$ cat src/hw/dtc_defines.svh
// constants for the dual timer/counter: offsets, fields, resets, timing
// assumes an 8-bit register port with a 4-bit word address
`ifndef DTC_DEFINES_SVH
`define DTC_DEFINES_SVH

// ==========================================================
// register word addresses
`define DTC_ADDR_MODE 4'h0
`define DTC_ADDR_CTRL 4'h1
`define DTC_ADDR_SPEED 4'h2
`define DTC_ADDR_PORT 4'h3
`define DTC_ADDR_U0_LO 4'h4
`define DTC_ADDR_U0_HI 4'h5
`define DTC_ADDR_U1_LO 4'h6
`define DTC_ADDR_U1_HI 4'h7
`define DTC_ADDR_STATUS 4'h8
`define DTC_ADDR_MASK 4'h9

// ==========================================================
// field positions
`define DTC_MODE0_LSB 0
`define DTC_FN0_BIT 2
`define DTC_GATE0_BIT 3
`define DTC_MODE1_LSB 4
`define DTC_FN1_BIT 6
`define DTC_GATE1_BIT 7
`define DTC_RUN0_BIT 4
`define DTC_FLAG0_BIT 5
`define DTC_RUN1_BIT 6
`define DTC_FLAG1_BIT 7

// ==========================================================
// reset values and timing
`define DTC_RST_BYTE 8'h00
`define DTC_CLK_PER_MC 4
`define DTC_SLOW_MC 3
`define DTC_MAX_LATENCY_CLK (12 * `DTC_CLK_PER_MC)

`endif

$ cat src/hw/dtc_pkg.sv
// types shared by the dual timer/counter
// assumes nothing beyond the defines header
package dtc_pkg;
  // ==========================================================
  // machine cycle phases
  typedef enum logic [3:0] {
    DTC_C1 = 4'b0001,
    DTC_C2 = 4'b0010,
    DTC_C3 = 4'b0100,
    DTC_C4 = 4'b1000
  } dtc_phase_t;

  typedef enum logic [1:0] {
    DTC_MODE_13 = 2'b00,
    DTC_MODE_16 = 2'b01,
    DTC_MODE_RELOAD = 2'b10,
    DTC_MODE_SPLIT = 2'b11
  } dtc_mode_t;

  typedef struct packed {
    logic [3:0] addr;
    logic [7:0] wdata;
    logic wr;
    logic rd;
  } dtc_bus_req_t;

  typedef struct packed {
    logic ovf;
    logic [7:0] hi;
    logic [7:0] lo;
  } dtc_step_t;
endpackage

$ cat src/hw/dtc_timer.sv
// dual timer/counter with register port and interrupt output
// assumes pins and bus synchronous to clock; bus strobes one cycle each
//
// Design decisions made here: the register addresses and strobed register access.
`timescale 1ns/1ns
`include "dtc_defines.svh"
module dtc_timer #(
  parameter int ADDR_W = 4,
  parameter int DATA_W = 8
) (
  input wire logic clock,
  input wire logic rst,
  input wire logic clk_en,
  input wire dtc_pkg::dtc_bus_req_t bus_req,
  output logic [7:0] rd_data_ff,
  output logic irq_ff,
  input wire logic ext_irq_pin_a,
  input wire logic ext_irq_pin_b,
  input wire logic count_pin_a_in,
  input wire logic count_pin_b_in,
  output logic count_pin_a_out_ff,
  output logic count_pin_a_oe_n_ff,
  output logic count_pin_b_out_ff,
  output logic count_pin_b_oe_n_ff
);
  // ==========================================================
  // elaboration check
  generate
    if (ADDR_W != 4 || DATA_W != 8) begin : g_bad_width
      $error("dtc_timer supports only 4-bit address and 8-bit data");
    end
  endgenerate

  // ==========================================================
  // state
  dtc_pkg::dtc_phase_t phase_ff;
  logic [1:0] pre_ff;
  logic [7:0] timer_mode_reg_ff;
  logic unit0_run_ff;
  logic unit1_run_ff;
  logic [1:0] clock_speed_reg_ff;
  logic [1:0] port_mode_reg_ff;
  logic [7:0] unit0_low_byte_ff;
  logic [7:0] unit0_high_byte_ff;
  logic [7:0] unit1_low_byte_ff;
  logic [7:0] unit1_high_byte_ff;
  logic [1:0] status_ff;
  logic [1:0] mask_ff;
  logic samp_a_ff;
  logic samp_b_ff;
  logic pend_a_ff;
  logic pend_b_ff;

  dtc_pkg::dtc_mode_t mode0;
  dtc_pkg::dtc_mode_t mode1;
  logic fn0, fn1, gate0, gate1;
  logic at_c3, at_c4;
  logic tick0, tick1;
  logic en0, en1, en0_hi;
  logic inc0_lo, inc0_hi, inc1;
  logic ovf0, ovf0_hi, ovf1;
  logic set0, set1;
  logic tog0, tog1;
  logic wr_hit;
  dtc_pkg::dtc_step_t nxt_u0;
  dtc_pkg::dtc_step_t nxt_u1;

  assign mode0 = dtc_pkg::dtc_mode_t'(timer_mode_reg_ff[`DTC_MODE0_LSB +: 2]);
  assign mode1 = dtc_pkg::dtc_mode_t'(timer_mode_reg_ff[`DTC_MODE1_LSB +: 2]);
  assign fn0 = timer_mode_reg_ff[`DTC_FN0_BIT];
  assign fn1 = timer_mode_reg_ff[`DTC_FN1_BIT];
  assign gate0 = timer_mode_reg_ff[`DTC_GATE0_BIT];
  assign gate1 = timer_mode_reg_ff[`DTC_GATE1_BIT];
  assign at_c3 = clk_en && (phase_ff == dtc_pkg::DTC_C3);
  assign at_c4 = clk_en && (phase_ff == dtc_pkg::DTC_C4);
  assign wr_hit = clk_en && bus_req.wr;

  // ==========================================================
  // machine cycle sequencer and prescale
  always_ff @(posedge clock) begin
    if (rst) begin
      phase_ff <= dtc_pkg::DTC_C1;
    end else if (clk_en) begin
      unique case (phase_ff)
        dtc_pkg::DTC_C1: phase_ff <= dtc_pkg::DTC_C2;
        dtc_pkg::DTC_C2: phase_ff <= dtc_pkg::DTC_C3;
        dtc_pkg::DTC_C3: phase_ff <= dtc_pkg::DTC_C4;
        dtc_pkg::DTC_C4: phase_ff <= dtc_pkg::DTC_C1;
        default: phase_ff <= dtc_pkg::DTC_C1;
      endcase
    end
  end

  // machine cycles counted modulo three for the slow time base
  always_ff @(posedge clock) begin
    if (rst) begin
      pre_ff <= 2'h0;
    end else if (at_c4) begin
      pre_ff <= (pre_ff == 2'(`DTC_SLOW_MC - 1)) ? 2'h0 : pre_ff + 2'h1;
    end
  end

  assign tick0 = at_c3 && (clock_speed_reg_ff[0] || pre_ff == 2'(`DTC_SLOW_MC - 1));
  assign tick1 = at_c3 && (clock_speed_reg_ff[1] || pre_ff == 2'(`DTC_SLOW_MC - 1));

  // ==========================================================
  // pin edge detection
  // edge found at C4, consumed at the next C3: three clocks of delay
  always_ff @(posedge clock) begin
    if (rst) begin
      samp_a_ff <= 1'b0;
      samp_b_ff <= 1'b0;
    end else if (at_c4) begin
      samp_a_ff <= count_pin_a_in;
      samp_b_ff <= count_pin_b_in;
    end
  end

  always_ff @(posedge clock) begin
    if (rst) begin
      pend_a_ff <= 1'b0;
      pend_b_ff <= 1'b0;
    end else if (at_c4) begin
      pend_a_ff <= samp_a_ff && !count_pin_a_in;
      pend_b_ff <= samp_b_ff && !count_pin_b_in;
    end else if (at_c3) begin
      pend_a_ff <= 1'b0;
      pend_b_ff <= 1'b0;
    end
  end

  // ==========================================================
  // count enables
  assign en0 = unit0_run_ff && (!gate0 || ext_irq_pin_a);
  assign en0_hi = unit1_run_ff;
  assign en1 = ((mode0 == dtc_pkg::DTC_MODE_SPLIT) || unit1_run_ff) && (!gate1 || ext_irq_pin_b);
  assign inc0_lo = en0 && (fn0 ? (at_c3 && pend_a_ff) : tick0);
  assign inc0_hi = en0_hi && tick0;
  assign inc1 = en1 && (mode1 != dtc_pkg::DTC_MODE_SPLIT) && (fn1 ? (at_c3 && pend_b_ff) : tick1);

  function automatic dtc_pkg::dtc_step_t step(input dtc_pkg::dtc_mode_t mode, input logic [7:0] hi,
                                              input logic [7:0] lo, input logic inc);
    dtc_pkg::dtc_step_t r;
    logic [12:0] v13;
    logic [15:0] v16;
    r = '{ovf: 1'b0, hi: hi, lo: lo};
    v13 = {hi, lo[4:0]} + 13'h0001;
    v16 = {hi, lo} + 16'h0001;
    if (inc) begin
      unique case (mode)
        dtc_pkg::DTC_MODE_13: begin
          r.ovf = (v13 == 13'h0000);
          r.hi = v13[12:5];
          r.lo = {lo[7:5], v13[4:0]};
        end
        dtc_pkg::DTC_MODE_16: begin
          r.ovf = (v16 == 16'h0000);
          r.hi = v16[15:8];
          r.lo = v16[7:0];
        end
        dtc_pkg::DTC_MODE_RELOAD: begin
          r.ovf = (lo == 8'hff);
          r.lo = (lo == 8'hff) ? hi : lo + 8'h01;
        end
        dtc_pkg::DTC_MODE_SPLIT: begin
          r.ovf = 1'b0;
        end
      endcase
    end
    return r;
  endfunction

  always_comb begin
    nxt_u0 = step(mode0, unit0_high_byte_ff, unit0_low_byte_ff, inc0_lo);
    ovf0_hi = 1'b0;
    if (mode0 == dtc_pkg::DTC_MODE_SPLIT) begin
      nxt_u0.ovf = inc0_lo && (unit0_low_byte_ff == 8'hff);
      nxt_u0.lo = inc0_lo ? unit0_low_byte_ff + 8'h01 : unit0_low_byte_ff;
      ovf0_hi = inc0_hi && (unit0_high_byte_ff == 8'hff);
      nxt_u0.hi = inc0_hi ? unit0_high_byte_ff + 8'h01 : unit0_high_byte_ff;
    end
    nxt_u1 = step(mode1, unit1_high_byte_ff, unit1_low_byte_ff, inc1);
  end

  assign ovf0 = nxt_u0.ovf;
  assign ovf1 = nxt_u1.ovf;
  assign set0 = ovf0;
  assign set1 = (mode0 == dtc_pkg::DTC_MODE_SPLIT) ? ovf0_hi : ovf1;
  assign tog0 = ovf0 && !fn0 && port_mode_reg_ff[0];
  assign tog1 = ovf1 && !fn1 && port_mode_reg_ff[1];

  // ==========================================================
  // configuration registers
  always_ff @(posedge clock) begin
    if (rst) begin
      timer_mode_reg_ff <= `DTC_RST_BYTE;
      unit0_run_ff <= 1'b0;
      unit1_run_ff <= 1'b0;
      clock_speed_reg_ff <= 2'h0;
      port_mode_reg_ff <= 2'h0;
      mask_ff <= 2'h0;
    end else if (wr_hit) begin
      if (bus_req.addr == `DTC_ADDR_MODE) begin
        timer_mode_reg_ff <= bus_req.wdata;
      end
      if (bus_req.addr == `DTC_ADDR_CTRL) begin
        unit0_run_ff <= bus_req.wdata[`DTC_RUN0_BIT];
        unit1_run_ff <= bus_req.wdata[`DTC_RUN1_BIT];
      end
      if (bus_req.addr == `DTC_ADDR_SPEED) begin
        clock_speed_reg_ff <= bus_req.wdata[1:0];
      end
      if (bus_req.addr == `DTC_ADDR_PORT) begin
        port_mode_reg_ff <= bus_req.wdata[1:0];
      end
      if (bus_req.addr == `DTC_ADDR_MASK) begin
        mask_ff <= bus_req.wdata[1:0];
      end
    end
  end

  // ==========================================================
  // count registers; a software write wins over the count in that cycle
  always_ff @(posedge clock) begin
    if (rst) begin
      unit0_low_byte_ff <= `DTC_RST_BYTE;
      unit0_high_byte_ff <= `DTC_RST_BYTE;
      unit1_low_byte_ff <= `DTC_RST_BYTE;
      unit1_high_byte_ff <= `DTC_RST_BYTE;
    end else if (clk_en) begin
      unit0_low_byte_ff <= (bus_req.wr && bus_req.addr == `DTC_ADDR_U0_LO) ? bus_req.wdata : nxt_u0.lo;
      unit0_high_byte_ff <= (bus_req.wr && bus_req.addr == `DTC_ADDR_U0_HI) ? bus_req.wdata : nxt_u0.hi;
      unit1_low_byte_ff <= (bus_req.wr && bus_req.addr == `DTC_ADDR_U1_LO) ? bus_req.wdata : nxt_u1.lo;
      unit1_high_byte_ff <= (bus_req.wr && bus_req.addr == `DTC_ADDR_U1_HI) ? bus_req.wdata : nxt_u1.hi;
    end
  end

  // ==========================================================
  // overflow flags, write one to clear; a new overflow beats the clear
  always_ff @(posedge clock) begin
    if (rst) begin
      status_ff <= 2'h0;
    end else if (clk_en) begin
      status_ff[0] <= set0 || (status_ff[0] && !(bus_req.wr && bus_req.addr == `DTC_ADDR_STATUS &&
                                                 bus_req.wdata[0]));
      status_ff[1] <= set1 || (status_ff[1] && !(bus_req.wr && bus_req.addr == `DTC_ADDR_STATUS &&
                                                 bus_req.wdata[1]));
    end
  end

  always_ff @(posedge clock) begin
    if (rst) begin
      irq_ff <= 1'b0;
    end else if (clk_en) begin
      irq_ff <= |(status_ff & mask_ff);
    end
  end

  // ==========================================================
  // toggle outputs; pin driven only while its toggle enable is set
  always_ff @(posedge clock) begin
    if (rst) begin
      count_pin_a_out_ff <= 1'b0;
      count_pin_b_out_ff <= 1'b0;
      count_pin_a_oe_n_ff <= 1'b1;
      count_pin_b_oe_n_ff <= 1'b1;
    end else if (clk_en) begin
      count_pin_a_out_ff <= count_pin_a_out_ff ^ tog0;
      count_pin_b_out_ff <= count_pin_b_out_ff ^ tog1;
      count_pin_a_oe_n_ff <= !port_mode_reg_ff[0];
      count_pin_b_oe_n_ff <= !port_mode_reg_ff[1];
    end
  end

  // ==========================================================
  // read port, data in the cycle after the strobe
  always_ff @(posedge clock) begin
    if (rst) begin
      rd_data_ff <= 8'h00;
    end else if (clk_en) begin
      rd_data_ff <= 8'h00;
      if (bus_req.rd) begin
        unique case (bus_req.addr)
          `DTC_ADDR_MODE: rd_data_ff <= timer_mode_reg_ff;
          `DTC_ADDR_CTRL: rd_data_ff <= {status_ff[1], unit1_run_ff, status_ff[0], unit0_run_ff, 4'h0};
          `DTC_ADDR_SPEED: rd_data_ff <= {6'h00, clock_speed_reg_ff};
          `DTC_ADDR_PORT: rd_data_ff <= {6'h00, port_mode_reg_ff};
          `DTC_ADDR_U0_LO: rd_data_ff <= unit0_low_byte_ff;
          `DTC_ADDR_U0_HI: rd_data_ff <= unit0_high_byte_ff;
          `DTC_ADDR_U1_LO: rd_data_ff <= unit1_low_byte_ff;
          `DTC_ADDR_U1_HI: rd_data_ff <= unit1_high_byte_ff;
          `DTC_ADDR_STATUS: rd_data_ff <= {6'h00, status_ff};
          `DTC_ADDR_MASK: rd_data_ff <= {6'h00, mask_ff};
          default: rd_data_ff <= 8'h00;
        endcase
      end
    end
  end
endmodule
$ cat config.mk
export PLATFORM = sky130hd
export DESIGN_NAME = dtc_timer
export DESIGN_NICKNAME = d
export VERILOG_FILES = /design/src/hw/dtc_pkg.sv /design/src/hw/dtc_timer.sv
export VERILOG_INCLUDE_DIRS = /design/src /design/src/hw
export SDC_FILE = /design/constraint.sdc
export NUM_CORES = 1
export LEC_CHECK = 0
export ABC_CLOCK_PERIOD_IN_PS = 2810
export BUFFER_PORTS_ARGS = -buffer_cell sky130_fd_sc_hd__buf_2
export CAP_MARGIN = 15
export CORE_ASPECT_RATIO = 0.5
export CORE_MARGIN = 8
export CORE_UTILIZATION = 45
export DETAILED_ROUTE_END_ITERATION = 10
export PLACE_DENSITY_LB_ADDON = 0.2
export REMOVE_ABC_BUFFERS = 1
export SYNTH_ARGS = -nofsm -noshare
export SYNTH_HDL_FRONTEND = slang
export SYNTH_SLANG_ARGS = --single-unit
$ cat constraint.sdc
create_clock -name clock -period 2.81 [get_ports clock]
set_input_delay 0.4215 -clock clock [delete_from_list [all_inputs] [get_ports clock]]
set_output_delay 0.4215 -clock clock [all_outputs]
set_load 0.01 [all_outputs]
==> results.json, run 1 <==
{
  "status": "finished clean",
  "hold_start": "count_pin_a_in",
  "vias": 6235,
  "slew_headroom": 0.357,
  "async_reset_ff_frac": 0,
  "start_kind": "flip-flop",
  "drc": 0,
  "critPathMaxFanout": 7,
  "place_area_um2": 6230,
  "grt_use_total": 0.236,
  "yosysMostFrequentCell": "nor2_1",
  "globalplace.congestion": 0.963,
  "place_inst": 975,
  "ys_ff_latch": 73,
  "die_w_um": 176,
  "ys_seq_area_frac": 0.254,
  "crit_start": "unit0_low_byte_ff[4]",
  "cp_slowest_cell": "dfxtp_1",
  "cts_tree": "yes",
  "hold_path_class": "primary input to flip-flop",
  "synth_top_area_share": 0.254,
  "critical_path_class": "flip-flop to flip-flop",
  "cellPowerDensity_nw_per_um2": 366,
  "postLayoutSetupSlackWorst_ns": 0.185,
  "routed-wl-met2_um": 8850,
  "skew_ns": 0.00631,
  "fmax_mhz": 381,
  "diodes": 0,
  "drv_slew": 0,
  "rows": 29,
  "start_util": 0.457,
  "cts.sinks": 73,
  "syn_avg_cell_area_um2": 7.33,
  "layout.nets": 851,
  "timing.hold.ws_ns": 0.327,
  "critPathCaptureType": "flip-flop",
  "synth_edf_count": 0,
  "synth_common_cells": "nor2_1, dfxtp_1, nand2_1",
  "ir_drop_mv": 0.221,
  "root_buffer": "clkbuf_16",
  "synthFlopType": "dfxtp_1",
  "final_core_util": 0.518,
  "cp_cell_sequence": "nand4_1 -> nor2_1 -> nand3_1 -> a221oi_1 -> nand4_1 -> o311ai_0 -> mux2_2",
  "cts_buffers": 9,
  "min_period_ns": 2.62,
  "cts_max_path_buffers": 2,
  "place_ws_ns": 0.214,
  "crit_required_ns": 3.04,
  "routed_wirelength_um": 20100,
  "setup_viol": 0,
  "worstMarginPinSlew_ns": 0.961,
  "path_clk_slew_ns": 0.06,
  "ant_nets": 0,
  "h-tree-depth": 3,
  "syn_to_final_growth_pct": 13.3,
  "die_y_um": 96.0,
  "finalHoldViolCount": 0,
  "ys_types": 77,
  "hpwl_um": 14900,
  "yosys.area.top_type": "dfxtp_1",
  "pin_count": 34,
  "slowest_delay_ns": 0.53,
  "synthTopCellsByArea": "dfxtp_1, nor2_1, nand2_1, a22oi_1, a21oi_1",
  "p_leak_nw": 2.33,
  "wl_met1_um": 9000,
  "totalPowerFinal_mw": 2.39,
  "ys_warn_count": 0,
  "drv_cap": 0,
  "grt_max_degree": 32,
  "syn-cell-area_um2": 5760,
  "wl_met3_um": 1620,
  "grt_overflow": 0,
  "dr.pass1.iters": 5,
  "die_area_um2": 16900,
  "worstReg2RegStart": "unit0_low_byte_ff[4]",
  "routedWlPerCell_um": 20.2,
  "via_per_inst": 6.29,
  "insertion_delay_ns": 0.35,
  "path_common_cell": "nand4_1",
  "stdcell_area_um2": 6530,
  "grt_pass1_vias": 5856,
  "final.setup.tns_ns": 0,
  "fin_crit_sh": 0.934,
  "fin_cells": 992,
  "grt_pass1_wl_um": 31800,
  "antenna_found_initial": 0,
  "netlist_instances": 786,
  "drive_gt1_frac": 0.159,
  "core_area_um2": 12600,
  "cp.arrival_ns": 2.86,
  "drt_iter0_markers": 709,
  "port_buffers": 33,
  "routed.top_layer": "met4",
  "cts_resized": 0
}
[sequential cells by signal (all words and copies together) (netlist names), 2 cells and up]
register / cells
rd_data_ff: 8
timer_mode_reg_ff: 8
unit0_high_byte_ff: 8
unit0_low_byte_ff: 8
unit1_high_byte_ff: 8
unit1_low_byte_ff: 8
phase_ff: 4
clock_speed_reg_ff: 2
mask_ff: 2
port_mode_reg_ff: 2
pre_ff: 2
status_ff: 2
[cells in the final DEF, fill, tap and decap left out, types with 11 or more instances in the layout]
cell type	n
xnor2_1	15
mux2i_1	18
a31oi_1	14
dfxtp_1	73
nor4_1	12
a211oi_1	17
xor2_1	13
nand2b_1	11
nor2_1	95
ha_1	13
a21oi_1	44
inv_1	19
o31ai_1	13
nand2_1	67
buf_2	33
buf_4	56
nor3_1	34
a22oi_1	30
nand3_1	33
o21ai_0	33
[where the power goes]
part	leakage [nW]	internal, mW	total (mW)	switching, mW
sequential	0.589	1.04	1.06	0.0129
clock	0.135	0.613	1.12	0.510
combinational	1.61	0.0665	0.205	0.139
[cell type report]
class / instances / area [um^2]
fillers: 1256 / 6070
repair buffers: 89 / 586
multi-input cells: 624 / 3900
clock inverters: 7 / 61.3
well taps: 170 / 213
clock buffers: 9 / 225
flip-flops and latches: 73 / 1460
inverters: 20 / 75.1
[path summary, 6_finish.rpt]
check / endpoint / slack [ns] / cells past startpoint
worst min-delay path: samp_a_ff / 0.33 / 3
worst max-delay path: count_pin_a_out_ff / 0.19 / 7
worst max register to register: count_pin_a_out_ff / 0.19 / 7
worst min register to register: rd_data_ff[4] / 0.46 / 2
[layer usage]
layer,vias up,global-route usage
li1,2976,-
met1,2931,0.318
met2,283,0.370
met3,45,0.0348
met4,0,0.112
met5,-,0
[worst max-delay path, delay by kind of cell (launching register included)]
family | cells | cell delay, ns
AO/OA/AOI/OAI | 2 | 0.70
flip-flops | 1 | 0.53
multiplexers | 1 | 0.37
AND/OR/NAND/NOR | 4 | 0.91
[cells by family (layout without fill, tap and decap cells)]
kind of cell / Yosys count / in the layout / share of synthesized area
simple gates: 329 / 329 / 0.286
compound gates: 229 / 229 / 0.275
buf+inv: 89 / 125 / 0.0682
flops: 73 / 73 / 0.254
xor+xnor: 28 / 28 / 0.0426
mux: 25 / 25 / 0.0469
fa+ha+maj: 13 / 13 / 0.0282
[what timing repair did]
action,CTS,global route
hold buffers,0,0
endpoints found under the setup margin,0,1
buffers inserted,0,1
hold endpoints to repair,0,0
(Power assumes the default switching activity.)
==> run 2: changes to the inputs <==
--- a/config.mk
+++ b/config.mk
@@ -6,12 +6,12 @@
 export SDC_FILE = /design/constraint.sdc
 export NUM_CORES = 1
 export LEC_CHECK = 0
-export ABC_CLOCK_PERIOD_IN_PS = 2810
+export ABC_CLOCK_PERIOD_IN_PS = 2400
 export BUFFER_PORTS_ARGS = -buffer_cell sky130_fd_sc_hd__buf_2
 export CAP_MARGIN = 15
 export CORE_ASPECT_RATIO = 0.5
 export CORE_MARGIN = 8
-export CORE_UTILIZATION = 45
+export CORE_UTILIZATION = 40
 export DETAILED_ROUTE_END_ITERATION = 10
 export PLACE_DENSITY_LB_ADDON = 0.2
 export REMOVE_ABC_BUFFERS = 1
==> constraint.sdc (replaced) <==
create_clock -name clock -period 2.4 [get_ports clock]
set_input_delay 0.36 -clock clock [delete_from_list [all_inputs] [get_ports clock]]
set_output_delay 0.36 -clock clock [all_outputs]
set_load 0.01 [all_outputs]
==> results.json, run 2 (synthesis results as in run 1) <==
{
  "cp.arrival_ns": 2.61,
  "path_clk_slew_ns": 0.06,
  "start_kind": "flip-flop",
  "busiest_layer": "met2",
  "hpwl_um": 16000,
  "fill_cells": 1463,
  "start_util": 0.403,
  "skew_ns": 0.00638,
  "port_buffers": 33,
  "postLayoutSetupSlackWorst_ns": 0.0636,
  "cellPowerDensity_nw_per_um2": 402,
  "drc": 0,
  "critPathCaptureType": "flip-flop",
  "cts_hold_buf": 0,
  "finalHoldViolCount": 0,
  "fin_crit_sh": 0.973,
  "via_per_inst": 5.97,
  "critical_path_class": "flip-flop to flip-flop",
  "drt_iter0_markers": 655,
  "met2_usage": 0.365,
  "final.setup.tns_ns": 0,
  "crit_required_ns": 2.68,
  "routedWlPerCell_um": 19.8,
  "die_area_um2": 18700,
  "grt_overflow": 0,
  "fmax_mhz": 428,
  "setup_viol": 0,
  "vias": 6409,
  "layout.nets": 906,
  "mostFrequentLayoutCell": "buf_4",
  "cts_tree": "yes",
  "grt_pass1_wl_um": 33300,
  "place_ws_ns": -0.0312,
  "h-tree-depth": 3,
  "reg2reg_slack_ns": 0.06,
  "slowest_delay_ns": 0.52,
  "ant_nets": 0,
  "status": "finished clean",
  "final_cell_mix": "buf_4, nor2_1, nand2_1",
  "core_area_um2": 14300,
  "min_period_ns": 2.34,
  "slew_headroom": 0.533,
  "cts_buffers": 9,
  "ir_drop_mv": 0.271,
  "cts.sinks": 73,
  "cts_max_path_buffers": 2,
  "grt_pass1_vias": 5941,
  "use_met3": 0.0432,
  "stdcell_area_um2": 7140,
  "rows": 31,
  "cp_cell_sequence": "buf_6 -> nand3_4 -> o31a_1 -> or2_1 -> nand2b_1 -> o41a_1 -> or4_4 -> a21oi_2",
  "grt_max_degree": 33,
  "final_core_util": 0.501,
  "grt_use_total": 0.228,
  "diodes": 0,
  "drv_cap": 0,
  "cp_slowest_cell": "or4_4",
  "die_w_um": 186,
  "root_buffer": "clkbuf_16",
  "syn_to_final_growth_pct": 24.1,
  "p_leak_nw": 2.68,
  "use_met1": 0.302,
  "insertion_delay_ns": 0.34,
  "worstMarginPinSlew_ns": 0.701,
  "critPathMaxFanout": 6,
  "dr.pass1.iters": 7,
  "critPathTopFamily": "simple AND/OR/NAND/NOR gates",
  "die_y_um": 101,
  "place_area_um2": 6660,
  "routed_wirelength_um": 21300,
  "drv_slew": 0,
  "rsz0062_at_grt": "yes",
  "globalplace.congestion": 0.934,
  "antenna_found_initial": 0,
  "crit_buf_inv": 1,
  "hold_path_class": "primary input to flip-flop",
  "pin_count": 34,
  "drive_gt1_frac": 0.250
}
-- run 2: power breakdown --
group | leakage, nW | internal (mW) | switching, mW | total (mW)
sequential | 0.595 | 1.22 | 0.0129 | 1.23
combinational | 1.94 | 0.0891 | 0.171 | 0.260
clock | 0.144 | 0.826 | 0.549 | 1.38
-- run 2: final timing paths --
check	startpoint	endpoint	cells after the start
worst min-delay path	count_pin_a_in	samp_a_ff	3
worst max-delay path	unit1_low_byte_ff[1]	count_pin_b_out_ff	8
worst min register to register	rd_data_ff[0]	rd_data_ff[0]	2
worst max register to register	unit1_low_byte_ff[1]	count_pin_b_out_ff	8
-- run 2: worst register-to-register path: stages (launching register included) --
cell,delay [ns]
dfxtp_2,0.36
buf_6,0.13
nand3_4,0.10
o31a_1,0.26
or2_1,0.22
nand2b_1,0.14
o41a_1,0.43
or4_4,0.52
a21oi_2,0.12
-- run 2: layout make-up --
class                           instances  area [um^2]  area share
Clock buffer                           10          239      0.0335
Clock inverter                          5         56.3     0.00788
Inverter                               20         75.1      0.0105
Multi-Input combinational cell        624         4020       0.563
Sequential cell                        73         1480       0.207
Tap cell                              198          248      0.0347
Timing Repair Buffer                  144         1030       0.144
-- run 2: layer usage --
layer	share of wire	wire, um
met4	0.026	556
met1	0.45	9580
met5	0	0
met3	0.070	1500
met2	0.45	9640
-- run 2: stage by stage --
step,total power [mW],hold WS [ns],std cells
6_report,2.87,0.275,1074
5_1_grt,2.95,0.288,1074
4_1_cts,2.88,0.272,1069
3_5_place_dp,1.51,0.461,1054
3_3_place_gp,1.51,0.449,1054
2_1_floorplan,1.36,0.429,717
-- run 2: timing repair --
action / 4_1_cts / 5_1_grt
endpoints found under the setup margin: 3 / 24
pin swaps: 0 / 5
gates resized for setup: 7 / 41
buffers inserted: 0 / 5
==> run 3: changes to the inputs <==
--- a/config.mk
+++ b/config.mk
@@ -6,7 +6,7 @@
 export SDC_FILE = /design/constraint.sdc
 export NUM_CORES = 1
 export LEC_CHECK = 0
-export ABC_CLOCK_PERIOD_IN_PS = 2400
+export ABC_CLOCK_PERIOD_IN_PS = 1900
 export BUFFER_PORTS_ARGS = -buffer_cell sky130_fd_sc_hd__buf_2
 export CAP_MARGIN = 15
 export CORE_ASPECT_RATIO = 0.5
==> constraint.sdc (replaced) <==
create_clock -name clock -period 1.9 [get_ports clock]
set_input_delay 0.285 -clock clock [delete_from_list [all_inputs] [get_ports clock]]
set_output_delay 0.285 -clock clock [all_outputs]
set_load 0.01 [all_outputs]
==> results.json, run 3 (synthesis results as in run 1) <==
{
  "layout.nets": 1055,
  "crit_required_ns": 2.13,
  "hpwl_um": 17100,
  "final_cell_mix": "buf_4, nor2_1, nand2_1",
  "combPwrFrac": 0.113,
  "drc": 0,
  "rsz0062_at_grt": "yes",
  "via_per_inst": 5.97,
  "dr.pass1.iters": 5,
  "switching_power_mw": 0.925,
  "drv_slew": 0,
  "critical_path_class": "flip-flop to flip-flop",
  "slew_headroom": 0.538,
  "cts_max_path_buffers": 2,
  "ir_drop_mv": 0.330,
  "drt_iter0_markers": 601,
  "critPathMaxFanout": 3,
  "place_area_um2": 7470,
  "start_kind": "flip-flop",
  "die_y_um": 101,
  "grt_max_degree": 32,
  "h-tree-depth": 3,
  "fill_cells": 1211,
  "diodes": 0,
  "start_util": 0.403,
  "worstReg2RegStart": "phase_ff[1]",
  "critPathCaptureType": "flip-flop",
  "globalplace.congestion": 0.978,
  "cts.sinks": 73,
  "r2r_cells": 8,
  "reg2reg_slack_ns": -0.43,
  "grt_overflow": 0,
  "die_w_um": 186,
  "worstMarginPinSlew_ns": 0.689,
  "final_core_util": 0.653,
  "rows": 31,
  "cellPowerDensity_nw_per_um2": 410,
  "mostFrequentLayoutCell": "buf_4",
  "path_clk_slew_ns": 0.06,
  "stdcell_area_um2": 9320,
  "place_inst": 1160,
  "core_area_um2": 14300,
  "fmax_mhz": 429,
  "routed_wirelength_um": 24800,
  "ant_nets": 0,
  "violations": "setup timing",
  "insertion_delay_ns": 0.34,
  "finalHoldViolCount": 0,
  "skew_ns": 0.00427,
  "holdPathStages": 3,
  "syn_to_final_growth_pct": 61.8,
  "switching_share": 0.242,
  "root_buffer": "clkbuf_16",
  "cts_buffers": 9,
  "vias": 7303,
  "holdPathEnd": "samp_a_ff",
  "timing.rr.end": "count_pin_a_out_ff",
  "status": "finished with violations",
  "hold_path_class": "primary input to flip-flop",
  "seq_power_share": 0.408,
  "hold_start": "count_pin_a_in",
  "antenna_found_initial": 0,
  "port_buffers": 33,
  "cts_tree": "yes",
  "drive_gt1_frac": 0.474,
  "grt_pass1_vias": 6878,
  "grt_pass1_wl_um": 37100,
  "setup_viol": 34,
  "power.share.clock": 0.480,
  "pin_count": 34,
  "place_ws_ns": -0.641,
  "p_leak_nw": 3.67,
  "internal_power_mw": 2.89,
  "min_period_ns": 2.33,
  "drv_cap": 0,
  "grt_use_total": 0.253,
  "routedWlPerCell_um": 20.3,
  "die_area_um2": 18700,
  "fin_crit_sh": 1.23,
  "cp.arrival_ns": 2.56,
  "fin_cells": 1223,
  "postLayoutSetupSlackWorst_ns": -0.431
}
[run 3: stage by stage]
step | hold WS [ns] | power (mW) | TNS [ns]
2_1_floorplan | 0.354 | 1.72 | -11.33
3_3_place_gp | 0.449 | 1.96 | -9.68
3_5_place_dp | 0.456 | 1.96 | -9.84
4_1_cts | 0.190 | 3.80 | -3.84
5_1_grt | 0.236 | 3.92 | -8.25
6_report | 0.198 | 3.82 | -4.92
[run 3: worst max-delay path, cell delays in order, from the launching register on]
cell and delay [ns]:
dfxtp_2 0.32, and2b_2 0.25, nand3_1 0.14, nor4b_4 0.37, and4_4 0.29, nand4_1 0.14, o311ai_2 0.27, buf_4 0.16
mux2_4 0.28
[run 3: worst max-delay path by stage]
stage                                    start                 end  slack (ns)  depth (start not counted)
after floorplan           unit1_low_byte_ff[0]  count_pin_b_out_ff       -0.76                          8
after global placement    unit0_low_byte_ff[0]  count_pin_a_out_ff       -0.62                          9
after detailed placement  unit0_low_byte_ff[0]  count_pin_a_out_ff       -0.64                          9
after CTS                 unit0_low_byte_ff[1]  count_pin_a_out_ff       -0.45                         10
after global routing               phase_ff[1]  count_pin_a_out_ff       -0.50                          8
final                              phase_ff[1]  count_pin_a_out_ff       -0.43                          8
[run 3: power groups by stage]
stage,sequential [mW],clock (mW),combinational [mW]
final,1.56,1.83,0.430
after floorplan,1.60,0,0.121
after CTS,1.56,1.85,0.394
after global placement,1.59,0,0.372
after detailed placement,1.59,0,0.373
after global routing,1.56,1.91,0.456
[run 3: layout make-up]
cell class,instances,area [um^2],area share
clock inverter,3,65.1,0.00698
sequential,73,1500,0.161
multi-input combinational,625,4810,0.517
timing repair buffer,292,2350,0.252
tap,198,248,0.0266
inverter,20,98.8,0.0106
clock buffer,12,246,0.0265
[run 3: routing by layer]
| metal | up-vias | track usage | share of wire |
|---|---|---|---|
| met5 | - | 0 | 0 |
| met4 | 0 | 0.119 | 0.041 |
| met3 | 82 | 0.0482 | 0.079 |
| met2 | 338 | 0.416 | 0.47 |
| met1 | 3505 | 0.315 | 0.41 |
| li1 | 3378 | - | - |
[run 3: what timing repair did]
item                       CTS  global route
pin swaps                   61           100
setup buffers               31            20
gates cloned                 1             1
setup endpoints to repair   36            37
gates resized for setup    167           130
hold buffers                 0             0
